--- src/hw/serial_link_error_supervisor_pkg.sv ---
// constants shared by the serial link error supervisor
`default_nettype none
package serial_link_error_supervisor_pkg;
  // clock rate and the millisecond tick
  localparam int CLOCK_HZ = 25_000_000;
  localparam int TICK_US = 1000;
  localparam int TICK_CYCLES = CLOCK_HZ / 1_000_000 * TICK_US;
  // error codes reported or logged
  localparam logic [7:0] CODE_COMM_ERROR = 8'h84;
  localparam logic [7:0] CODE_COMM_TIMEOUT = 8'h85;
  localparam logic [7:0] CODE_NACK = 8'h01;
  // header byte layout
  localparam int HDR_BCAST_BIT = 7;
  localparam logic [6:0] BCAST_ADDR = 7'h00;
  // error log
  localparam int LOG_DEPTH = 8;
  localparam int LOG_IDX_W = 3;
  // stop method used when the comm alarm cuts excitation
  localparam logic [1:0] STOP_IMMEDIATE = 2'h0;
  // reset values and the 4-bit saturation limit
  localparam logic [15:0] BIT_CNT_RST = 16'h0000;
  localparam logic [3:0] ERR_CNT_RST = 4'h0;
  localparam logic [7:0] BYTE_RST = 8'h00;
  localparam logic [15:0] MS_CNT_RST = 16'h0000;
  localparam logic [3:0] SAT4_MAX = 4'hF;
  // character format: 8 data bits, one stop bit
  localparam logic [3:0] CHAR_BITS = 4'h9;
  typedef enum logic [1:0] {RX_IDLE, RX_START, RX_BITS} rx_state_t;
  typedef enum logic {FR_IDLE, FR_RECV} frame_state_t;
endpackage : serial_link_error_supervisor_pkg
`default_nettype wire

--- src/hw/serial_char_rx.sv ---
// asynchronous character receiver, 8 data bits and one stop bit
`default_nettype none
module serial_char_rx
  import serial_link_error_supervisor_pkg::*;
(
  // clock and reset
  input wire logic clock,
  input wire logic resetn,
  // synchronised line and bit time
  input wire logic rxLevel,
  input wire logic [15:0] bitCycles,
  // received character
  output logic charValid,
  output logic [7:0] charData,
  output logic charStopBad
);
  rx_state_t state_ff;
  logic [15:0] cnt_ff;
  logic [3:0] bitNo_ff;
  logic [8:0] shift_ff;
  logic valid_ff;
  logic [7:0] data_ff;
  logic stopBad_ff;

  // counts run N down to 0, so load one less than the span wanted
  wire logic [15:0] halfBit = {1'b0, bitCycles[15:1]} - 16'h0001;
  wire logic [15:0] bitReload = bitCycles - 16'h0001;
  wire logic cntDone = (cnt_ff == BIT_CNT_RST);
  wire logic [15:0] cntDec = cnt_ff - 16'h0001;
  wire logic lastBit = (bitNo_ff == CHAR_BITS - 4'h1);

  always_ff @(posedge clock)
  begin
    if (!resetn)
    begin
      state_ff <= RX_IDLE;
      cnt_ff <= BIT_CNT_RST;
      bitNo_ff <= 4'h0;
      shift_ff <= 9'h000;
      valid_ff <= 1'b0;
      data_ff <= BYTE_RST;
      stopBad_ff <= 1'b0;
    end
    else
    begin
      valid_ff <= 1'b0;
      unique case (state_ff)
        RX_IDLE:
        begin
          if (!rxLevel)
          begin
            state_ff <= RX_START;
            cnt_ff <= halfBit;
          end
        end
        RX_START:
        begin
          if (cntDone)
          begin
            // a glitch shorter than half a bit is not a start
            state_ff <= rxLevel ? RX_IDLE : RX_BITS;
            cnt_ff <= bitReload;
            bitNo_ff <= 4'h0;
          end
          else
            cnt_ff <= cntDec;
        end
        RX_BITS:
        begin
          if (cntDone)
          begin
            shift_ff <= {rxLevel, shift_ff[8:1]};
            cnt_ff <= bitReload;
            bitNo_ff <= bitNo_ff + 4'h1;
            if (lastBit)
            begin
              state_ff <= RX_IDLE;
              valid_ff <= 1'b1;
              data_ff <= shift_ff[8:1];
              stopBad_ff <= !rxLevel;
            end
          end
          else
            cnt_ff <= cntDec;
        end
      endcase
    end
  end

  assign charValid = valid_ff;
  assign charData = data_ff;
  assign charStopBad = stopBad_ff;
endmodule : serial_char_rx
`default_nettype wire

--- src/hw/serial_link_error_supervisor.sv ---
// receive-side error supervision of the slave serial link
//
// Operation
// - single comm error raises warning, motion continues
// - error-free frame clears the warning
// - consecutive errors reaching count raise alarm
// - during comm alarm ignore link, no excitation
// - stop bit zero discards the whole frame
// - receive monitor expiry discards the frame
// - block check mismatch discards the frame
// - broadcast with nonzero address is invalid
// - rejected frames never get a response
// - no traffic within receive period: alarm
// - timeout stops motor by timeout action
// - stop frame decelerates by stop action
// - any alarm drops alarm line, stops motor
// - warning line follows the warning condition
// - discarded frames logged in volatile log
`default_nettype none
module serial_link_error_supervisor
  import serial_link_error_supervisor_pkg::*;
#(
  parameter int TICK_LEN = TICK_CYCLES
)
(
  // clock and reset
  input wire logic clock,
  input wire logic resetn,
  // serial line
  input wire logic rxPin,
  input wire logic [15:0] bitCycles,
  // settings
  input wire logic [7:0] frameLength,
  input wire logic [7:0] receiveMonitorMs,
  input wire logic [15:0] receivePeriodMs,
  input wire logic [3:0] errAlarmCount,
  input wire logic [1:0] stopAction,
  input wire logic [1:0] timeoutAction,
  // from command handling
  input wire logic stopFrame,
  input wire logic nackEvent,
  input wire logic alarmReset,
  // accepted frames
  output logic frameGood,
  output logic [6:0] frameAddr,
  output logic frameBroadcast,
  output logic respondAllowed,
  // status
  output logic errorPulse,
  output logic [7:0] errorCode,
  output logic warningOutputLine,
  output logic alarmOutputLine,
  output logic commAlarm,
  output logic timeoutAlarm,
  output logic motorExcite,
  output logic motorStopReq,
  output logic [1:0] stopMethod,
  // error log
  input wire logic [2:0] logIndex,
  output logic [7:0] logData,
  output logic [3:0] logCount
);
  function automatic logic [3:0] incSat4(input logic [3:0] v);
    incSat4 = (v == SAT4_MAX) ? v : v + 4'h1;
  endfunction : incSat4
  // line synchroniser, first stage feeds only the second
  logic rxMeta_ff;
  logic rxSync_ff;
  always_ff @(posedge clock)
  begin
    rxMeta_ff <= resetn ? rxPin : 1'b1;
    rxSync_ff <= resetn ? rxMeta_ff : 1'b1;
  end
  logic charValid;
  logic [7:0] charData;
  logic charStopBad;
  serial_char_rx u_char_rx (
    .clock(clock),
    .resetn(resetn),
    .rxLevel(rxSync_ff),
    .bitCycles(bitCycles),
    .charValid(charValid),
    .charData(charData),
    .charStopBad(charStopBad)
  );
  // millisecond tick; coarse, so monitor expiry jitters by one ms
  logic [15:0] tickCnt_ff;
  wire logic tickNow = (tickCnt_ff == 16'(TICK_LEN - 1));
  always_ff @(posedge clock)
  begin
    if (!resetn)
      tickCnt_ff <= MS_CNT_RST;
    else
      tickCnt_ff <= tickNow ? MS_CNT_RST : tickCnt_ff + 16'h0001;
  end
  logic commAlarm_ff;
  logic timeoutAlarm_ff;
  wire logic anyAlarm = commAlarm_ff | timeoutAlarm_ff;
  wire logic charIn = charValid & ~commAlarm_ff;
  // frame assembly state
  frame_state_t fr_ff;
  logic [7:0] byteNo_ff;
  logic [7:0] bcc_ff;
  logic [7:0] header_ff;
  logic [7:0] monMs_ff;
  wire logic isLastByte = (fr_ff == FR_RECV) &&
                          (byteNo_ff + 8'h01 == frameLength);
  wire logic monExpired = (fr_ff == FR_RECV) && tickNow &&
                          (monMs_ff + 8'h01 >= receiveMonitorMs);
  wire logic framingErr = charIn & charStopBad;
  wire logic bccBad = (bcc_ff != charData);
  wire logic hdrBad = header_ff[HDR_BCAST_BIT] &&
                      (header_ff[6:0] != BCAST_ADDR);
  wire logic endGood = charIn & ~charStopBad & isLastByte;
  wire logic frameErr = framingErr | monExpired |
                        (endGood & (bccBad | hdrBad));
  wire logic frameOk = endGood & ~bccBad & ~hdrBad & ~monExpired;
  always_ff @(posedge clock)
  begin
    if (!resetn || commAlarm_ff)
    begin
      fr_ff <= FR_IDLE;
      byteNo_ff <= BYTE_RST;
      bcc_ff <= BYTE_RST;
      header_ff <= BYTE_RST;
      monMs_ff <= BYTE_RST;
    end
    // frame accepted or discarded, wait for next frame
    else if (frameErr || frameOk)
      fr_ff <= FR_IDLE;
    else if (charIn)
    begin
      fr_ff <= FR_RECV;
      byteNo_ff <= (fr_ff == FR_IDLE) ? 8'h01 : byteNo_ff + 8'h01;
      bcc_ff <= (fr_ff == FR_IDLE) ? charData : bcc_ff ^ charData;
      if (fr_ff == FR_IDLE)
      begin
        header_ff <= charData;
        monMs_ff <= BYTE_RST;
      end
    end
    else if (tickNow && fr_ff == FR_RECV)
      monMs_ff <= monMs_ff + 8'h01;
  end
  // accepted frame handed on
  logic frameGood_ff;
  logic [6:0] frameAddr_ff;
  logic frameBcast_ff;
  logic respond_ff;
  always_ff @(posedge clock)
  begin
    if (!resetn)
    begin
      frameGood_ff <= 1'b0;
      frameAddr_ff <= 7'h00;
      frameBcast_ff <= 1'b0;
      respond_ff <= 1'b0;
    end
    else
    begin
      frameGood_ff <= frameOk;
      // reply only for accepted unicast frames
      respond_ff <= frameOk & ~header_ff[HDR_BCAST_BIT];
      if (frameOk)
      begin
        frameAddr_ff <= header_ff[6:0];
        frameBcast_ff <= header_ff[HDR_BCAST_BIT];
      end
    end
  end
  // consecutive error counting, warning and comm alarm
  logic [3:0] errCnt_ff;
  logic warning_ff;
  wire logic [3:0] nxt_errCnt = incSat4(errCnt_ff);
  wire logic alarmHit = frameErr && (nxt_errCnt >= errAlarmCount);
  always_ff @(posedge clock)
  begin
    if (!resetn)
    begin
      errCnt_ff <= ERR_CNT_RST;
      warning_ff <= 1'b0;
      commAlarm_ff <= 1'b0;
    end
    else
    begin
      if (frameErr)
        errCnt_ff <= nxt_errCnt;
      else if (frameOk)
        errCnt_ff <= ERR_CNT_RST;
      if (frameErr)
        warning_ff <= 1'b1;
      else if (frameOk)
        warning_ff <= 1'b0;
      // alarm at configured count; set beats reset
      if (alarmHit)
        commAlarm_ff <= 1'b1;
      else if (alarmReset)
        commAlarm_ff <= 1'b0;
    end
  end
  // receive period watchdog, armed by the first good frame
  logic commSeen_ff;
  logic [15:0] idleMs_ff;
  wire logic wdOn = commSeen_ff && (receivePeriodMs != MS_CNT_RST);
  wire logic wdExpire = wdOn && tickNow && !charIn &&
                        (idleMs_ff + 16'h0001 >= receivePeriodMs);
  always_ff @(posedge clock)
  begin
    if (!resetn)
    begin
      commSeen_ff <= 1'b0;
      idleMs_ff <= MS_CNT_RST;
      timeoutAlarm_ff <= 1'b0;
    end
    else
    begin
      if (frameOk)
        commSeen_ff <= 1'b1;
      if (charIn)
        idleMs_ff <= MS_CNT_RST;
      else if (tickNow && wdOn && !timeoutAlarm_ff)
        idleMs_ff <= idleMs_ff + 16'h0001;
      if (wdExpire && !timeoutAlarm_ff)
        timeoutAlarm_ff <= 1'b1;
      else if (alarmReset)
      begin
        timeoutAlarm_ff <= 1'b0;
        commSeen_ff <= 1'b0;
      end
    end
  end
  // error reporting and motor control
  logic errPulse_ff;
  logic [7:0] errCode_ff;
  logic stopReq_ff;
  logic [1:0] stopMethod_ff;
  logic excite_ff;
  wire logic timeoutRise = wdExpire & ~timeoutAlarm_ff;
  wire logic commRise = alarmHit & ~commAlarm_ff;
  always_ff @(posedge clock)
  begin
    if (!resetn)
    begin
      errPulse_ff <= 1'b0;
      errCode_ff <= BYTE_RST;
      stopReq_ff <= 1'b0;
      stopMethod_ff <= STOP_IMMEDIATE;
      excite_ff <= 1'b1;
    end
    else
    begin
      errPulse_ff <= frameErr | timeoutRise;
      if (frameErr)
        errCode_ff <= CODE_COMM_ERROR;
      else if (timeoutRise)
        errCode_ff <= CODE_COMM_TIMEOUT;
      stopReq_ff <= commRise | timeoutRise | stopFrame;
      if (commRise)
        stopMethod_ff <= STOP_IMMEDIATE;
      else if (timeoutRise)
        stopMethod_ff <= timeoutAction;
      else if (stopFrame)
        stopMethod_ff <= stopAction;
      excite_ff <= !(commAlarm_ff || commRise);
    end
  end
  // output lines
  logic warnLine_ff;
  logic almLine_ff;
  always_ff @(posedge clock)
  begin
    warnLine_ff <= resetn ? warning_ff : 1'b0;
    almLine_ff <= resetn ? !anyAlarm : 1'b1;
  end
  // volatile error log, cleared only by reset
  logic [7:0] log_ff [LOG_DEPTH];
  logic [LOG_IDX_W-1:0] logWr_ff;
  logic [3:0] logCnt_ff;
  logic [7:0] logData_ff;
  wire logic logEvent = frameErr | nackEvent;
  wire logic [7:0] logCode = frameErr ? CODE_COMM_ERROR : CODE_NACK;
  always_ff @(posedge clock)
  begin
    if (!resetn)
    begin
      for (int i = 0; i < LOG_DEPTH; i++)
        log_ff[i] <= BYTE_RST;
      logWr_ff <= '0;
      logCnt_ff <= ERR_CNT_RST;
      logData_ff <= BYTE_RST;
    end
    else
    begin
      if (logEvent)
      begin
        log_ff[logWr_ff] <= logCode;
        logWr_ff <= logWr_ff + 3'h1;
        if (logCnt_ff < 4'(LOG_DEPTH))
          logCnt_ff <= logCnt_ff + 4'h1;
      end
      logData_ff <= log_ff[logIndex];
    end
  end
  assign frameGood = frameGood_ff;
  assign frameAddr = frameAddr_ff;
  assign frameBroadcast = frameBcast_ff;
  assign respondAllowed = respond_ff;
  assign errorPulse = errPulse_ff;
  assign errorCode = errCode_ff;
  assign warningOutputLine = warnLine_ff;
  assign alarmOutputLine = almLine_ff;
  assign commAlarm = commAlarm_ff;
  assign timeoutAlarm = timeoutAlarm_ff;
  assign motorExcite = excite_ff;
  assign motorStopReq = stopReq_ff;
  assign stopMethod = stopMethod_ff;
  assign logData = logData_ff;
  assign logCount = logCnt_ff;
endmodule : serial_link_error_supervisor
`default_nettype wire

--- config.mk ---
export PLATFORM = sky130hd
export DESIGN_NAME = serial_link_error_supervisor
export DESIGN_NICKNAME = d
export VERILOG_FILES = /design/src/hw/serial_link_error_supervisor_pkg.sv /design/src/hw/serial_char_rx.sv /design/src/hw/serial_link_error_supervisor.sv
export SDC_FILE = /design/constraint.sdc
export NUM_CORES = 1
export LEC_CHECK = 0
export BUFFER_PORTS_ARGS = -buffer_cell sky130_fd_sc_hd__buf_2
export CORE_UTILIZATION = 50
export DETAILED_ROUTE_END_ITERATION = 12
export PLACE_DENSITY = 0.7
export REMOVE_ABC_BUFFERS = 1
export SLEW_MARGIN = 20
export SYNTH_ARGS = -nofsm -noshare
export SYNTH_HDL_FRONTEND = slang
export SYNTH_HIERARCHICAL = 1
export SYNTH_SLANG_ARGS = --single-unit
--- constraint.sdc ---
create_clock -name clock -period 6.5 [get_ports clock]
set_input_delay 0.325 -clock clock [delete_from_list [all_inputs] [get_ports clock]]
set_output_delay 0.325 -clock clock [all_outputs]
set_load 0.01 [all_outputs]
* Word level (Yosys, flattened, before mapping)
Memories as Yosys holds them, arrays and structs flattened. A register that Yosys moved wholly into a read port is not among the register bits. Cells that the tools add are included.
Operators by class: add/sub/neg operators 11, magnitude comparators 4, eq/ne operators 12, multiplexer cells 41, bitwise gates (word level) 30, reduce and logical (&&, ||, !) cells 48
Operators by type and width (count):
- two-way mux 8 bit | 9
- adder 16 x 1 -> 16 bit (second input constant) | 2
- two-way mux 16 bit | 2
- one-hot mux 16 bit (2 select lines) | 1
- subtractor 16 x 1 -> 16 bit (second input constant) | 2
- two-way mux 4 bit | 5
- adder 8 x 1 -> 8 bit (second input constant) | 2
- equality test 16 x 15 -> 1 bit (second input constant) | 1
- greater-or-equal comparator 16 bit | 1
- logical NOT 16 bit | 1
- nonzero test 16 bit | 1
- subtractor 15 x 1 -> 16 bit (second input constant) | 1
- AND reduction 3 bit | 5
- two-way mux 1 bit | 14
- two-way mux 2 bit | 7
- nonzero test 2 bit | 7
- adder 4 x 1 -> 4 bit (second input constant) | 3
- OR reduction 2 bit | 6
- AND 1 bit | 11
- logical AND 1 bit | 11
- inverter 1 bit | 10
- equality test 4 bit (second input constant) | 2
- equality test 8 bit | 1
- greater-or-equal comparator 8 bit | 1
- other kinds (20) | 40
Word-level totals: bits in registers 143, memory bits (writable) 64, output and inout port bits 39, word-level logic and storage cells 182, memories kept 1
Memory list:
- log_ff | depth 8, bits a word 8, rd ports 1, clocked after Yosys merged registers in 1, wr ports 8, line serial_link_error_supervisor.sv:276 | logic [7:0] log_ff [LOG_DEPTH];

* Logic depth before layout (Yosys ltp)
Gate-level depths: netlist of run 1.
depth in word-level cells 12, gate-level depth with buffers 14

* Modules after synthesis
The synthesis of run 1 kept the hierarchy.
By module, submodules not included:
- serial_link_error_supervisor | times used 1, cells each 769, area an instance 6712.7 µm², seq. area each 2542.4 µm²
- serial_char_rx | times used 1, cells each 296, area an instance 2290.9 µm², seq. area each 800.8 µm²

* Worst setup path after synthesis of run 1
OpenSTA, ideal clock, no wires.
path type flip-flop to flip-flop, start register u_char_rx.state_ff[0], end register u_char_rx.cnt_ff[12], library setup time 0.074 ns, data arrival time 3.227 ns, required time 6.426 ns, path slack 3.199 ns, cell stages (with the launch flop) 14, clock period less this slack 3.301 ns, cells stage by stage dfxtp_1 > inv_1 > ha_1 > buf_4 > clkbuf_1 > clkbuf_1 > buf_1 > a21o_1 > ha_1 > o21ai_0 > a21oi_2 > nand2_1 > or4_1 > a31oi_1
Between the ends: word-level cells in the longest chain between the ends 3
RTL lines:
- start: declaration | line serial_char_rx.sv:17 | rx_state_t state_ff;
- start signal: assignment | line serial_char_rx.sv:61 | state_ff <= rxLevel ? RX_IDLE : RX_BITS;
- equality test 2 x 1 -> 1 bit or equality test 2 bit (tied branches) | line serial_char_rx.sv:47 | unique case (state_ff)
- OR reduction 2 bit (no source line)
- one-hot mux 16 bit (2 select lines) | line serial_char_rx.sv:47
- end signal: assignment | line serial_char_rx.sv:53 | cnt_ff <= halfBit;
- end signal: assignment | line serial_char_rx.sv:62 | cnt_ff <= bitReload;
- end signal: assignment | line serial_char_rx.sv:66 | cnt_ff <= cntDec;
- end: declaration | line serial_char_rx.sv:18 | logic [15:0] cnt_ff;
Several ways; a longest one is shown, not always the timed one. A chain may end at the register's enable or synchronous reset.

* Final worst setup path of run 1
start register monMs_ff[0], end register bcc_ff[2]
Between the ends: word-level cells in the longest chain between the ends 8
RTL lines:
- start: declaration | line serial_link_error_supervisor.sv:105 | logic [7:0] monMs_ff;
- start signal: assignment | line serial_link_error_supervisor.sv:143 | monMs_ff <= monMs_ff + 8'h01;
- adder 8 x 1 -> 8 bit (*) | line serial_link_error_supervisor.sv:109 | (monMs_ff + 8'h01 >= receiveMonitorMs);
- greater-or-equal comparator 8 bit (*) | line serial_link_error_supervisor.sv:109
- logical AND 1 bit (*) | line serial_link_error_supervisor.sv:108 | wire logic monExpired = (fr_ff == FR_RECV) && tickNow &&
- OR 1 bit or inverter 1 bit (tied branches) | line serial_link_error_supervisor.sv:115, serial_link_error_supervisor.sv:117
- OR 1 bit or AND 1 bit (tied branches) | line serial_link_error_supervisor.sv:115, serial_link_error_supervisor.sv:117
- logical OR 1 bit (*) | line serial_link_error_supervisor.sv:129 | else if (frameErr || frameOk)
- inverter 1 bit (no source line) (*)
- AND reduction 2 bit (no source line) (*)
- end signal: assignment | line serial_link_error_supervisor.sv:135 | bcc_ff <= (fr_ff == FR_IDLE) ? charData : bcc_ff ^ charData;
- end: declaration | line serial_link_error_supervisor.sv:103 | logic [7:0] bcc_ff;
Mark *: on every way between the ends. The rest lies on a longest branch, timed or not.

==> results of run 1 <==
[metal layers]
| metal | up-vias | wire (um) |
|---|---|---|
| met5 | - | 0 |
| met4 | 0 | 448 |
| met3 | 32 | 769 |
| met2 | 167 | 9380 |
| met1 | 3569 | 9730 |
| li1 | 3925 | - |
[area by class of cell]
class,instances,share of cell area
inverters,41,0.0153
well taps,225,0.0280
clock buffers,21,0.0438
clock inverters,10,0.00884
flip-flops and latches,159,0.333
repair buffers,99,0.0508
multi-input cells,815,0.521
[power breakdown]
| part | switching [mW] | internal [mW] |
|---|---|---|
| Clock | 0.402 | 0.523 |
| Combinational | 0.189 | 0.115 |
| Sequential | 0.0329 | 1.02 |
[state kept, by name, indices dropped and copies added (netlist names), 3 cells and up]
register	flops
idleMs_ff	16
log_ff	16
tickCnt_ff	16
u_char_rx/cnt_ff	16
bcc_ff	8
byteNo_ff	8
header_ff	8
monMs_ff	8
u_char_rx/charData	8
u_char_rx/shift_ff	8
frameAddr	7
errCnt_ff	4
logCount	4
u_char_rx/bitNo_ff	4
logWr_ff	3
[logic make-up (layout without fill, tap and decap cells)]
family,Yosys count,count (layout)
flops,159,159
mux,31,31
buf+inv,100,171
compound gates,249,249
xor+xnor,63,63
simple gates,421,421
other cells,1,10
fa+ha+maj,41,41
[cells in the final DEF (no fill, tap or decap), types with 14 or more instances in the layout]
| cell | instances |
|---|---|
| a21oi_1 | 56 |
| nor2_1 | 110 |
| nand4_1 | 19 |
| ha_1 | 41 |
| o21ai_0 | 73 |
| inv_1 | 41 |
| mux2i_1 | 24 |
| dfxtp_1 | 143 |
| nand2b_1 | 15 |
| nand2_1 | 123 |
| buf_2 | 93 |
| nand3_1 | 39 |
| xnor2_1 | 27 |
| clkbuf_16 | 17 |
| and3_1 | 14 |
| edfxtp_1 | 16 |
| xor2_1 | 36 |
| nor3_1 | 26 |
[per-stage QoR]
step / utilization / cell area, um2
5_1_grt: 0.577 / 10100
3_5_place_dp: 0.546 / 9520
4_1_cts: 0.577 / 10000
6_report: 0.577 / 10100
3_3_place_gp: 0.546 / 9520
2_1_floorplan: - / 8730
[worst paths after layout]
path,from,to,cells after the start
setup / recovery,monMs_ff[0],bcc_ff[2],12
hold reg to reg,rxMeta_ff,rxSync_ff,1
setup reg to reg,monMs_ff[0],bcc_ff[2],12
hold / removal,rxPin,rxMeta_ff,2
[Yosys cell counts, types with 7 or more instances]
master | count | area, um2
dfxtp_1 | 143 | 2860
nand2_1 | 123 | 462
nor2_1 | 110 | 413
o21ai_0 | 73 | 365
a21oi_1 | 56 | 280
ha_1 | 41 | 513
inv_1 | 41 | 154
nand3_1 | 39 | 195
xor2_1 | 36 | 315
clkbuf_1 | 31 | 116
xnor2_1 | 27 | 236
nor3_1 | 26 | 130
mux2i_1 | 24 | 240
nand4_1 | 19 | 119
buf_4 | 16 | 120
edfxtp_1 | 16 | 480
nand2b_1 | 15 | 93.8
and3_1 | 14 | 87.6
a21o_1 | 13 | 97.6
a31oi_1 | 13 | 81.3
or3_1 | 13 | 81.3
a211oi_1 | 9 | 67.6
nor4_1 | 9 | 56.3
o2111a_1 | 9 | 101
and2_1 | 8 | 50.1
buf_2 | 7 | 35.0
nor2b_1 | 7 | 43.8
or2_2 | 7 | 43.8
==> flow_metrics.env, run 1 <==
export IMPL_crit_chain="ha_1 -> nand3_1 -> nor2_1 -> xor2_1 -> ha_1 -> a21o_1 -> a221o_1 -> o21a_2 -> nor4_4 -> buf_4 -> o21ai_0 -> a31o_2"
export IMPL_wl_per_cell_um=14.8
export IMPL_peakVddDrop_v=0.000197
export IMPL_routed_wl_um=20300
export IMPL_gp_congestion=0.878
export IMPL_postSynthCellCount=1065
export IMPL_final_seq_area_mm2=0.00334
export IMPL_arrival_ns=3.91
export IMPL_start_util=0.517
export IMPL_overflow=0
export IMPL_postCtsHoldBufs=0
export IMPL_start_kind="flop"
export IMPL_cap_viol_max_count=0
export IMPL_async_flop_share=0
export IMPL_cts_made_buffers=17
export IMPL_nFillCells=1632
export IMPL_clk_latency_ns=0.43
export IMPL_instances_no_fill=1370
export IMPL_grt_met2_usage=0.368
export IMPL_leakage_nw=4.14
export IMPL_fp_row_count=48
export IMPL_synth_compound_area_share=0.187
export IMPL_grt_util_all_layers=0.226
export IMPL_finalSetupTns_ns=0
export IMPL_critical_path_peak_fanout=14
export IMPL_synth_edff_count=16
export IMPL_crit_required_ns=6.83
export IMPL_place_hpwl_um=14600
export IMPL_yosys_register_bits=159
export IMPL_syn_mean_instance_area_um2=8.45
export IMPL_dieArea_mm2=0.0185
export IMPL_gr_usage_met1=0.296
export IMPL_worstMarginPinSlew_ns=1.03
export IMPL_crit_buf_inv=1
export IMPL_maxSlewHeadroom=0.313
export IMPL_post_cts_buffers=0
export IMPL_grt_use_met3=0.0388
export IMPL_htreeDepth=4
export IMPL_multi_input_area_mm2=0.00524
export IMPL_synth_top_family_by_area="simple AND/OR/NAND/NOR gates"
export IMPL_hold_viol_final=0
export IMPL_period_needed_ns=3.59
export IMPL_max_stage_delay_ns=0.61
export IMPL_crit_top_cell="ha_1"
export IMPL_drc=0
export IMPL_cts_resized=0
export IMPL_n_antenna_cell=0
export IMPL_cts_tree="built"
export IMPL_die_x_um=136
export IMPL_drive_gt1_frac=0.146
export IMPL_clk_pin_slew_ns=0.06
export IMPL_fin_crit_sh=0.552
export IMPL_area_growth_pct=11.7
export IMPL_core_region_area_mm2=0.0174
export IMPL_r2r_slack_ns=2.91
export IMPL_cts_root_buf="clkbuf_16"
export IMPL_yosys_warnings=6
export IMPL_synth_area_mm2=0.00900
export IMPL_yosysUniqueCellTypes=84
export IMPL_synth_seq_area_share=0.371
export IMPL_slowest_stage="nor4_4"
export IMPL_synth_top_flop_cell="dfxtp_1"
export IMPL_io_buffer_count=93
export IMPL_slew_violations=0
export IMPL_setup_worst_path_end_class="flop"
export IMPL_place_ws_ns=2.72
export IMPL_grt_max_degree=62
export IMPL_synthSimpleGateAreaFrac=0.231
export IMPL_grt_antenna_before_repair=0
export IMPL_ctsLongestPathBuffers=2
export IMPL_viasPerCell=5.62
export IMPL_total_power_mw=2.28
export IMPL_synth_xor_area_share=0.0613
export IMPL_grt_busiest_layer="met2"
export IMPL_clock_sinks=159
export IMPL_path_delay_family="compound AO/OA/AOI/OAI gates"
export IMPL_first_pass_iters=6
export IMPL_first_global_vias=6941
export IMPL_finalSetupViolCount=0
export IMPL_status="completed"
export IMPL_path_class="flop to flop"
export IMPL_fin_nets=1239
export IMPL_synthMuxAreaShare=0.0404
export IMPL_skew_ns=0.0114
export IMPL_num_vias=7693
export IMPL_num_io_pins=104
export IMPL_grt_pass1_wl_um=33300
export IMPL_grt_setup_unrepaired="no"
export IMPL_place_inst=1338
export IMPL_worst_slack_ns=2.91
export IMPL_synth_fa_ha_area_frac=0.0570
export IMPL_drt_iter0_drc=502
export IMPL_fmax_ghz=0.279
export IMPL_p_per_area_mw_per_mm2=227
export IMPL_drtAntennaViolNets=0
export IMPL_die_y_um=136
export IMPL_holdWs_ns=0.0719
export IMPL_holdCritPathClass="input port to flop"
Power figures use the tool's default switching activity.
==> inputs of run 2 (changes only) <==
- ABC_AREA: not set -> 1
- PLACE_DENSITY: 0.7 -> 0.73
- clock period: 6.5 -> 3.2 ns (I/O delays scaled with it)
==> run 2 against run 1 <==
Compared with the run above: hold slack improved by 0.017 ns; largest power group unchanged; clock skew fell by 0.0023 ns; highest routed layer is now met5; via count is 11% higher; non-clock buffer count increased by 18; critical endpoint is now stopMethod[0]; global-route usage up 0.60 points; sequential cell count did not move.
==> flow_metrics.env, run 2 <==
export IMPL_async_flop_share=0
export IMPL_worstMarginPinSlew_ns=1.08
export IMPL_final_util=0.589
export IMPL_synth_area_mm2=0.00922
export IMPL_die_x_um=138
export IMPL_synth_compound_area_share=0.119
export IMPL_crit_top_cell="nand2_1"
export IMPL_syn_mean_instance_area_um2=7.05
export IMPL_wl_per_cell_um=12.7
export IMPL_place_inst=1602
export IMPL_leakage_nw=4.90
export IMPL_max_stage_delay_ns=0.38
export IMPL_peakVddDrop_v=0.000400
export IMPL_fp_row_count=49
export IMPL_critical_path_peak_fanout=4
export IMPL_start_util=0.511
export IMPL_status="completed"
export IMPL_synth_edff_count=16
export IMPL_synth_commonest_cells="nand2_1, nor2_1, inv_1"
export IMPL_synth_most_common_cell="nand2_1"
export IMPL_synth_top_flop_cell="dfxtp_1"
export IMPL_p_per_area_mw_per_mm2=465
export IMPL_synthMuxAreaShare=0.00122
export IMPL_htreeDepth=4
export IMPL_final_common_cell="nand2_1"
export IMPL_yosys_warnings=6
export IMPL_synth_fa_ha_area_frac=0.0557
export IMPL_overflow=0
export IMPL_synth_seq_area_share=0.363
export IMPL_die_y_um=138
export IMPL_crit_chain="ha_4 -> nand2_1 -> nor2_2 -> nand2_2 -> nor3_4 -> nand2_1 -> nor2_2 -> nand3_2 -> nor2_2 -> xor2_1 -> ha_1 -> nand2_1 -> inv_1 -> nand3_1 -> inv_1 -> a21oi_2 -> nand3_4 -> nand2_2 -> nand2_1 -> inv_1 -> nand2_1 -> a21oi_1"
export IMPL_io_buffer_count=93
export IMPL_routed_wl_um=21000
export IMPL_num_vias=8510
export IMPL_crit_buf_inv=3
export IMPL_setup_worst_path_end_class="flop"
export IMPL_path_class="flop to flop"
export IMPL_viasPerCell=5.16
export IMPL_cts_tree="built"
export IMPL_final_cell_mix="nand2_1, nor2_1, inv_1"
export IMPL_start_kind="flop"
export IMPL_slew_violations=0
export IMPL_synth_top_area_share=0.311
export IMPL_postSynthCellCount=1308
export IMPL_hold_viol_final=0
export IMPL_yosysUniqueCellTypes=50
export IMPL_drtAntennaViolNets=0
export IMPL_first_pass_iters=7
export IMPL_drc=0
export IMPL_grt_pass1_wl_um=35000
export IMPL_core_region_area_mm2=0.0180
export IMPL_synth_top_family_by_area="simple AND/OR/NAND/NOR gates"
export IMPL_synth_xor_area_share=0.0285
export IMPL_grt_antenna_before_repair=1
export IMPL_period_needed_ns=2.98
export IMPL_synthSimpleGateAreaFrac=0.326
export IMPL_yosys_register_bits=159
export IMPL_drt_iter0_drc=407
export IMPL_grt_max_degree=64
export IMPL_clk_pin_slew_ns=0.07
export IMPL_grt_util_all_layers=0.232
export IMPL_crit_required_ns=3.56
export IMPL_skew_ns=0.00913
export IMPL_slowest_stage="dfxtp_2"
export IMPL_area_growth_pct=15.2
export IMPL_first_global_vias=7634
export IMPL_ctsLongestPathBuffers=2
export IMPL_fin_crit_sh=0.931
export IMPL_fmax_ghz=0.336
export IMPL_instances_no_fill=1648
export IMPL_drive_gt1_frac=0.175
export IMPL_maxSlewHeadroom=0.278
export IMPL_synth_top_area_cell="dfxtp_1"
export IMPL_dieArea_mm2=0.0190
export IMPL_cts_root_buf="clkbuf_16"
export IMPL_cts_made_buffers=17
export IMPL_place_hpwl_um=15200
export IMPL_cap_viol_max_count=0
export IMPL_synth_area_leaders="dfxtp_1, nand2_1, nor2_1"
export IMPL_path_delay_family="simple AND/OR/NAND/NOR gates"
export IMPL_holdCritPathClass="input port to flop"
export IMPL_clock_sinks=159
export IMPL_arrival_ns=3.34
export IMPL_fin_nets=1512
export IMPL_gp_congestion=0.875
export IMPL_finalSetupViolCount=0
export IMPL_n_antenna_cell=0
export IMPL_clk_latency_ns=0.43
export IMPL_num_io_pins=104
run 2: cell count changes after synthesis, moves of 16 or more:
| cell | before | now |
|---|---|---|
| nand2_1 | 123 | 262 |
| xnor2_1 | 27 | 11 |
| nand2_2 | 1 | 20 |
| xor2_1 | 36 | 19 |
| clkbuf_1 | 31 | 15 |
| a21oi_1 | 56 | 101 |
| nand3_1 | 39 | 88 |
| mux2i_1 | 24 | 0 |
| inv_1 | 41 | 168 |
| nor2_1 | 110 | 174 |
run 2: kinds of logic after synthesis:
group / count (synthesis)
AND/OR/NAND/NOR: 648
buffers and inverters: 226
AO/OA/AOI/OAI: 202
flip-flops: 159
adder cells (fa/ha/maj): 41
XOR/XNOR: 30
other: 1
multiplexers: 1
run 2: cell type report:
| type | count | area (um2) |
|---|---|---|
| Multi-Input combinational cell | 932 | 5010 |
| Inverter | 179 | 682 |
| Clock buffer | 17 | 425 |
| Timing Repair Buffer | 117 | 691 |
| Fill cell | 1710 | 7410 |
| Sequential cell | 159 | 3350 |
| Clock inverter | 15 | 166 |
| Tap cell | 229 | 287 |
run 2: repair_timing:
item,in CTS,in global routing
resized for setup,2,24
hold buffers,3,0
pin swaps,0,15
endpoints found under the hold margin,4,0
setup buffers,0,11
setup endpoints to repair,2,62
run 2: per-layer routing:
layer	routed length, um	share of wire	vias to the layer above	track usage
met5	13	0.00062	-	0
met4	310	0.015	2	0.0664
met3	941	0.045	27	0.0430
met2	9860	0.47	200	0.390
met1	9830	0.47	3865	0.301
li1	-	-	4416	-
run 2: power breakdown:
group          internal, mW  switching (mW)
Combinational         0.265           0.509
Clock                  1.11           0.933
Sequential             2.07          0.0430
run 2: metrics by stage:
stage / TNS [ns] / total power, mW / setup WS [ns] / hold slack [ns] / area (um2)
after floorplan: 0 / 2.68 / 0.449 / 0.236 / 8950
after global placement: 0 / 2.90 / 0.144 / 0.363 / 9790
after detailed placement: 0 / 2.92 / 0.0470 / 0.362 / 9790
after CTS: 0 / 4.96 / 0.0395 / 0.0786 / 10400
after global routing: -0.0604 / 5.17 / -0.0375 / 0.105 / 10600
final: 0 / 4.93 / 0.221 / 0.0893 / 10600
run 2: worst min-delay path, stage by stage:
cell     delay (ns)
buf_2          0.12
nor2_1         0.05
o21ai_0        0.06
a31oi_1        0.08
run 2: worst paths after layout:
path                            slack [ns]         start             to  cells past startpoint
worst min-delay path                  0.09   logIndex[1]     logData[2]                      4
worst max register to register        0.22  idleMs_ff[0]  stopMethod[0]                     22
worst max-delay path                  0.22  idleMs_ff[0]  stopMethod[0]                     22
worst min register to register        0.42     rxMeta_ff      rxSync_ff                      1
==> inputs of run 3 (changes only) <==
- PLACE_DENSITY: 0.73 -> 0.7
- clock period: 3.2 -> 3.4 ns (I/O delays scaled with it)
==> run 3 against run 2 <==
Compared with the run above: via count is 2.4% lower; final cell count is 0.91% lower; utilization is 1.4 points lower; non-clock buffer count is 15 lower; setup slack better by 0.091 ns; combinational power is 9.0% lower; global-route usage is 0.64 points lower; first-iteration DRC count is 1.7% higher; clock skew is 0.0034 ns higher; critical endpoint is now stopMethod[1].
==> flow_metrics.env, run 3 (synthesis results as in run 2) <==
export IMPL_p_clk_frac=0.407
export IMPL_num_vias=8310
export IMPL_p_int_mw=3.16
export IMPL_place_area_mm2=0.00975
export IMPL_fmax_ghz=0.324
export IMPL_min_from="logIndex[2]"
export IMPL_fin_crit_sh=0.908
export IMPL_reg2reg_depth=22
export IMPL_die_y_um=138
export IMPL_met3_length_um=945
export IMPL_comb_power_share=0.155
export IMPL_place_ws_ns=0.262
export IMPL_start_util=0.511
export IMPL_critical_path_peak_fanout=4
export IMPL_holdCritPathClass="input port to flop"
export IMPL_route_met2_wl_um=9320
export IMPL_peakVddDrop_v=0.000364
export IMPL_grt_max_degree=64
export IMPL_crit_required_ns=3.76
export IMPL_cts_tree="built"
export IMPL_maxSlewHeadroom=0.302
export IMPL_start_kind="flop"
export IMPL_finalSetupViolCount=0
export IMPL_post_cts_buffers=0
export IMPL_num_io_pins=104
export IMPL_place_hpwl_um=14900
export IMPL_grt_pass1_wl_um=33900
export IMPL_core_region_area_mm2=0.0180
export IMPL_drtAntennaViolNets=0
export IMPL_multi_input_area_mm2=0.00494
export IMPL_overflow=0
export IMPL_setup_worst_path_end_class="flop"
export IMPL_viasPerCell=5.09
export IMPL_arrival_ns=3.45
export IMPL_final_common_cell="nand2_1"
export IMPL_holdWs_ns=0.0223
export IMPL_slowest_stage="dfxtp_1"
export IMPL_skew_ns=0.0125
export IMPL_crit_top_cell="nand2_1"
export IMPL_area_growth_pct=12.4
export IMPL_fp_row_count=49
export IMPL_cap_viol_max_count=0
export IMPL_crit_chain="ha_1 -> nand2_1 -> nor2_1 -> nand2_1 -> nor3_2 -> nand2_1 -> nor2_2 -> nand3_1 -> nor2_1 -> xor2_1 -> ha_1 -> nand2_1 -> inv_1 -> nand3_1 -> inv_1 -> a21oi_1 -> nand3_2 -> nand2_1 -> nand2_1 -> inv_1 -> nand2_1 -> a21oi_1"
export IMPL_io_buffer_count=93
export IMPL_final_cell_area_mm2=0.0104
export IMPL_hold_viol_final=0
export IMPL_worst_slack_ns=0.311
export IMPL_n_antenna_cell=0
export IMPL_ctsLongestPathBuffers=2
export IMPL_clk_pin_slew_ns=0.07
export IMPL_die_x_um=138
export IMPL_hold_depth=3
export IMPL_hold_end="logData[0]"
export IMPL_timing_rr_end="stopMethod[1]"
export IMPL_slew_violations=0
export IMPL_p_per_area_mw_per_mm2=438
export IMPL_wl_per_cell_um=12.5
export IMPL_drt_iter0_drc=414
export IMPL_grt_antenna_before_repair=1
export IMPL_drive_gt1_frac=0.155
export IMPL_drc=0
export IMPL_clock_sinks=159
export IMPL_top_layer="met5"
export IMPL_cts_root_buf="clkbuf_16"
export IMPL_fin_nets=1497
export IMPL_path_class="flop to flop"
export IMPL_status="completed"
export IMPL_gp_congestion=0.856
export IMPL_grt_util_all_layers=0.225
export IMPL_clk_latency_ns=0.43
export IMPL_max_stage_delay_ns=0.38
export IMPL_first_global_vias=7381
export IMPL_nFillCells=1777
export IMPL_final_cell_mix="nand2_1, nor2_1, inv_1"
export IMPL_period_needed_ns=3.09
export IMPL_final_seq_area_mm2=0.00334
export IMPL_p_seq_frac=0.438
export IMPL_switching_share=0.303
export IMPL_cts_made_buffers=17
export IMPL_first_pass_iters=7
export IMPL_htreeDepth=4
export IMPL_dieArea_mm2=0.0190
export IMPL_r2r_start="idleMs_ff[0]"
export IMPL_switchingPower_mw=1.38
export IMPL_leakage_nw=4.76
export IMPL_worstMarginPinSlew_ns=1.05
export IMPL_wl_met1_um=9910
export IMPL_r2r_slack_ns=0.31
export IMPL_routed_wl_um=20400
run 3: power groups by stage:
| stage | Combinational (mW) | Clock (mW) | Sequential [mW] |
|---|---|---|---|
| finish | 0.704 | 1.85 | 1.99 |
| global route | 0.799 | 1.97 | 2.00 |
| CTS | 0.704 | 1.88 | 1.99 |
| detailed placement | 0.698 | 0 | 2.03 |
| global placement | 0.690 | 0 | 2.03 |
| floorplan | 0.498 | 0 | 2.03 |
run 3: worst max path at each step:
stage / from / slack (ns) / depth (start not counted) / to
finish: idleMs_ff[0] / 0.31 / 22 / stopMethod[1]
global route: idleMs_ff[0] / -0.03 / 17 / stopMethod[1]
CTS: idleMs_ff[0] / 0.23 / 21 / errorCode[0]
detailed placement: idleMs_ff[0] / 0.26 / 21 / errorCode[0]
global placement: idleMs_ff[0] / 0.33 / 21 / errorCode[0]
floorplan: idleMs_ff[0] / 0.65 / 21 / errorCode[0]
run 3: stage by stage:
stage	instances	utilization	total power, mW	setup TNS [ns]
2_1_floorplan	1270	-	2.52	0
3_5_place_dp	1599	0.541	2.73	0
3_3_place_gp	1599	0.541	2.72	0
6_report	1633	0.574	4.54	0
4_1_cts	1633	0.574	4.57	0
5_1_grt	1633	0.574	4.77	-0.0386
run 3: what timing repair did:
action,in CTS,in global routing
resized for setup,0,4
hold buffers,2,0
hold endpoints to repair,3,0
setup endpoints to repair,0,6
run 3: layout make-up:
class,count,share of cell area
Multi-Input combinational cell,932,0.477
Clock inverter,14,0.0133
Timing Repair Buffer,102,0.0520
Sequential cell,159,0.323
Inverter,179,0.0654
Clock buffer,18,0.0414
Tap cell,229,0.0277
run 3: worst max-delay path, delay by kind of cell (launching register included):
kind,cells,cell delay [ns]
XOR/XNOR,1,0.20
adder cells (fa/ha/maj),2,0.45
buffers and inverters,3,0.19
AO/OA/AOI/OAI,2,0.30
flip-flops,1,0.38
AND/OR/NAND/NOR,14,1.52
run 3: routing by layer:
| metal | vias to the layer above | GRT usage |
|---|---|---|
| met5 | - | 0 |
| met4 | 2 | 0.0574 |
| met3 | 14 | 0.0467 |
| met2 | 197 | 0.374 |
| met1 | 3707 | 0.297 |
| li1 | 4390 | - |
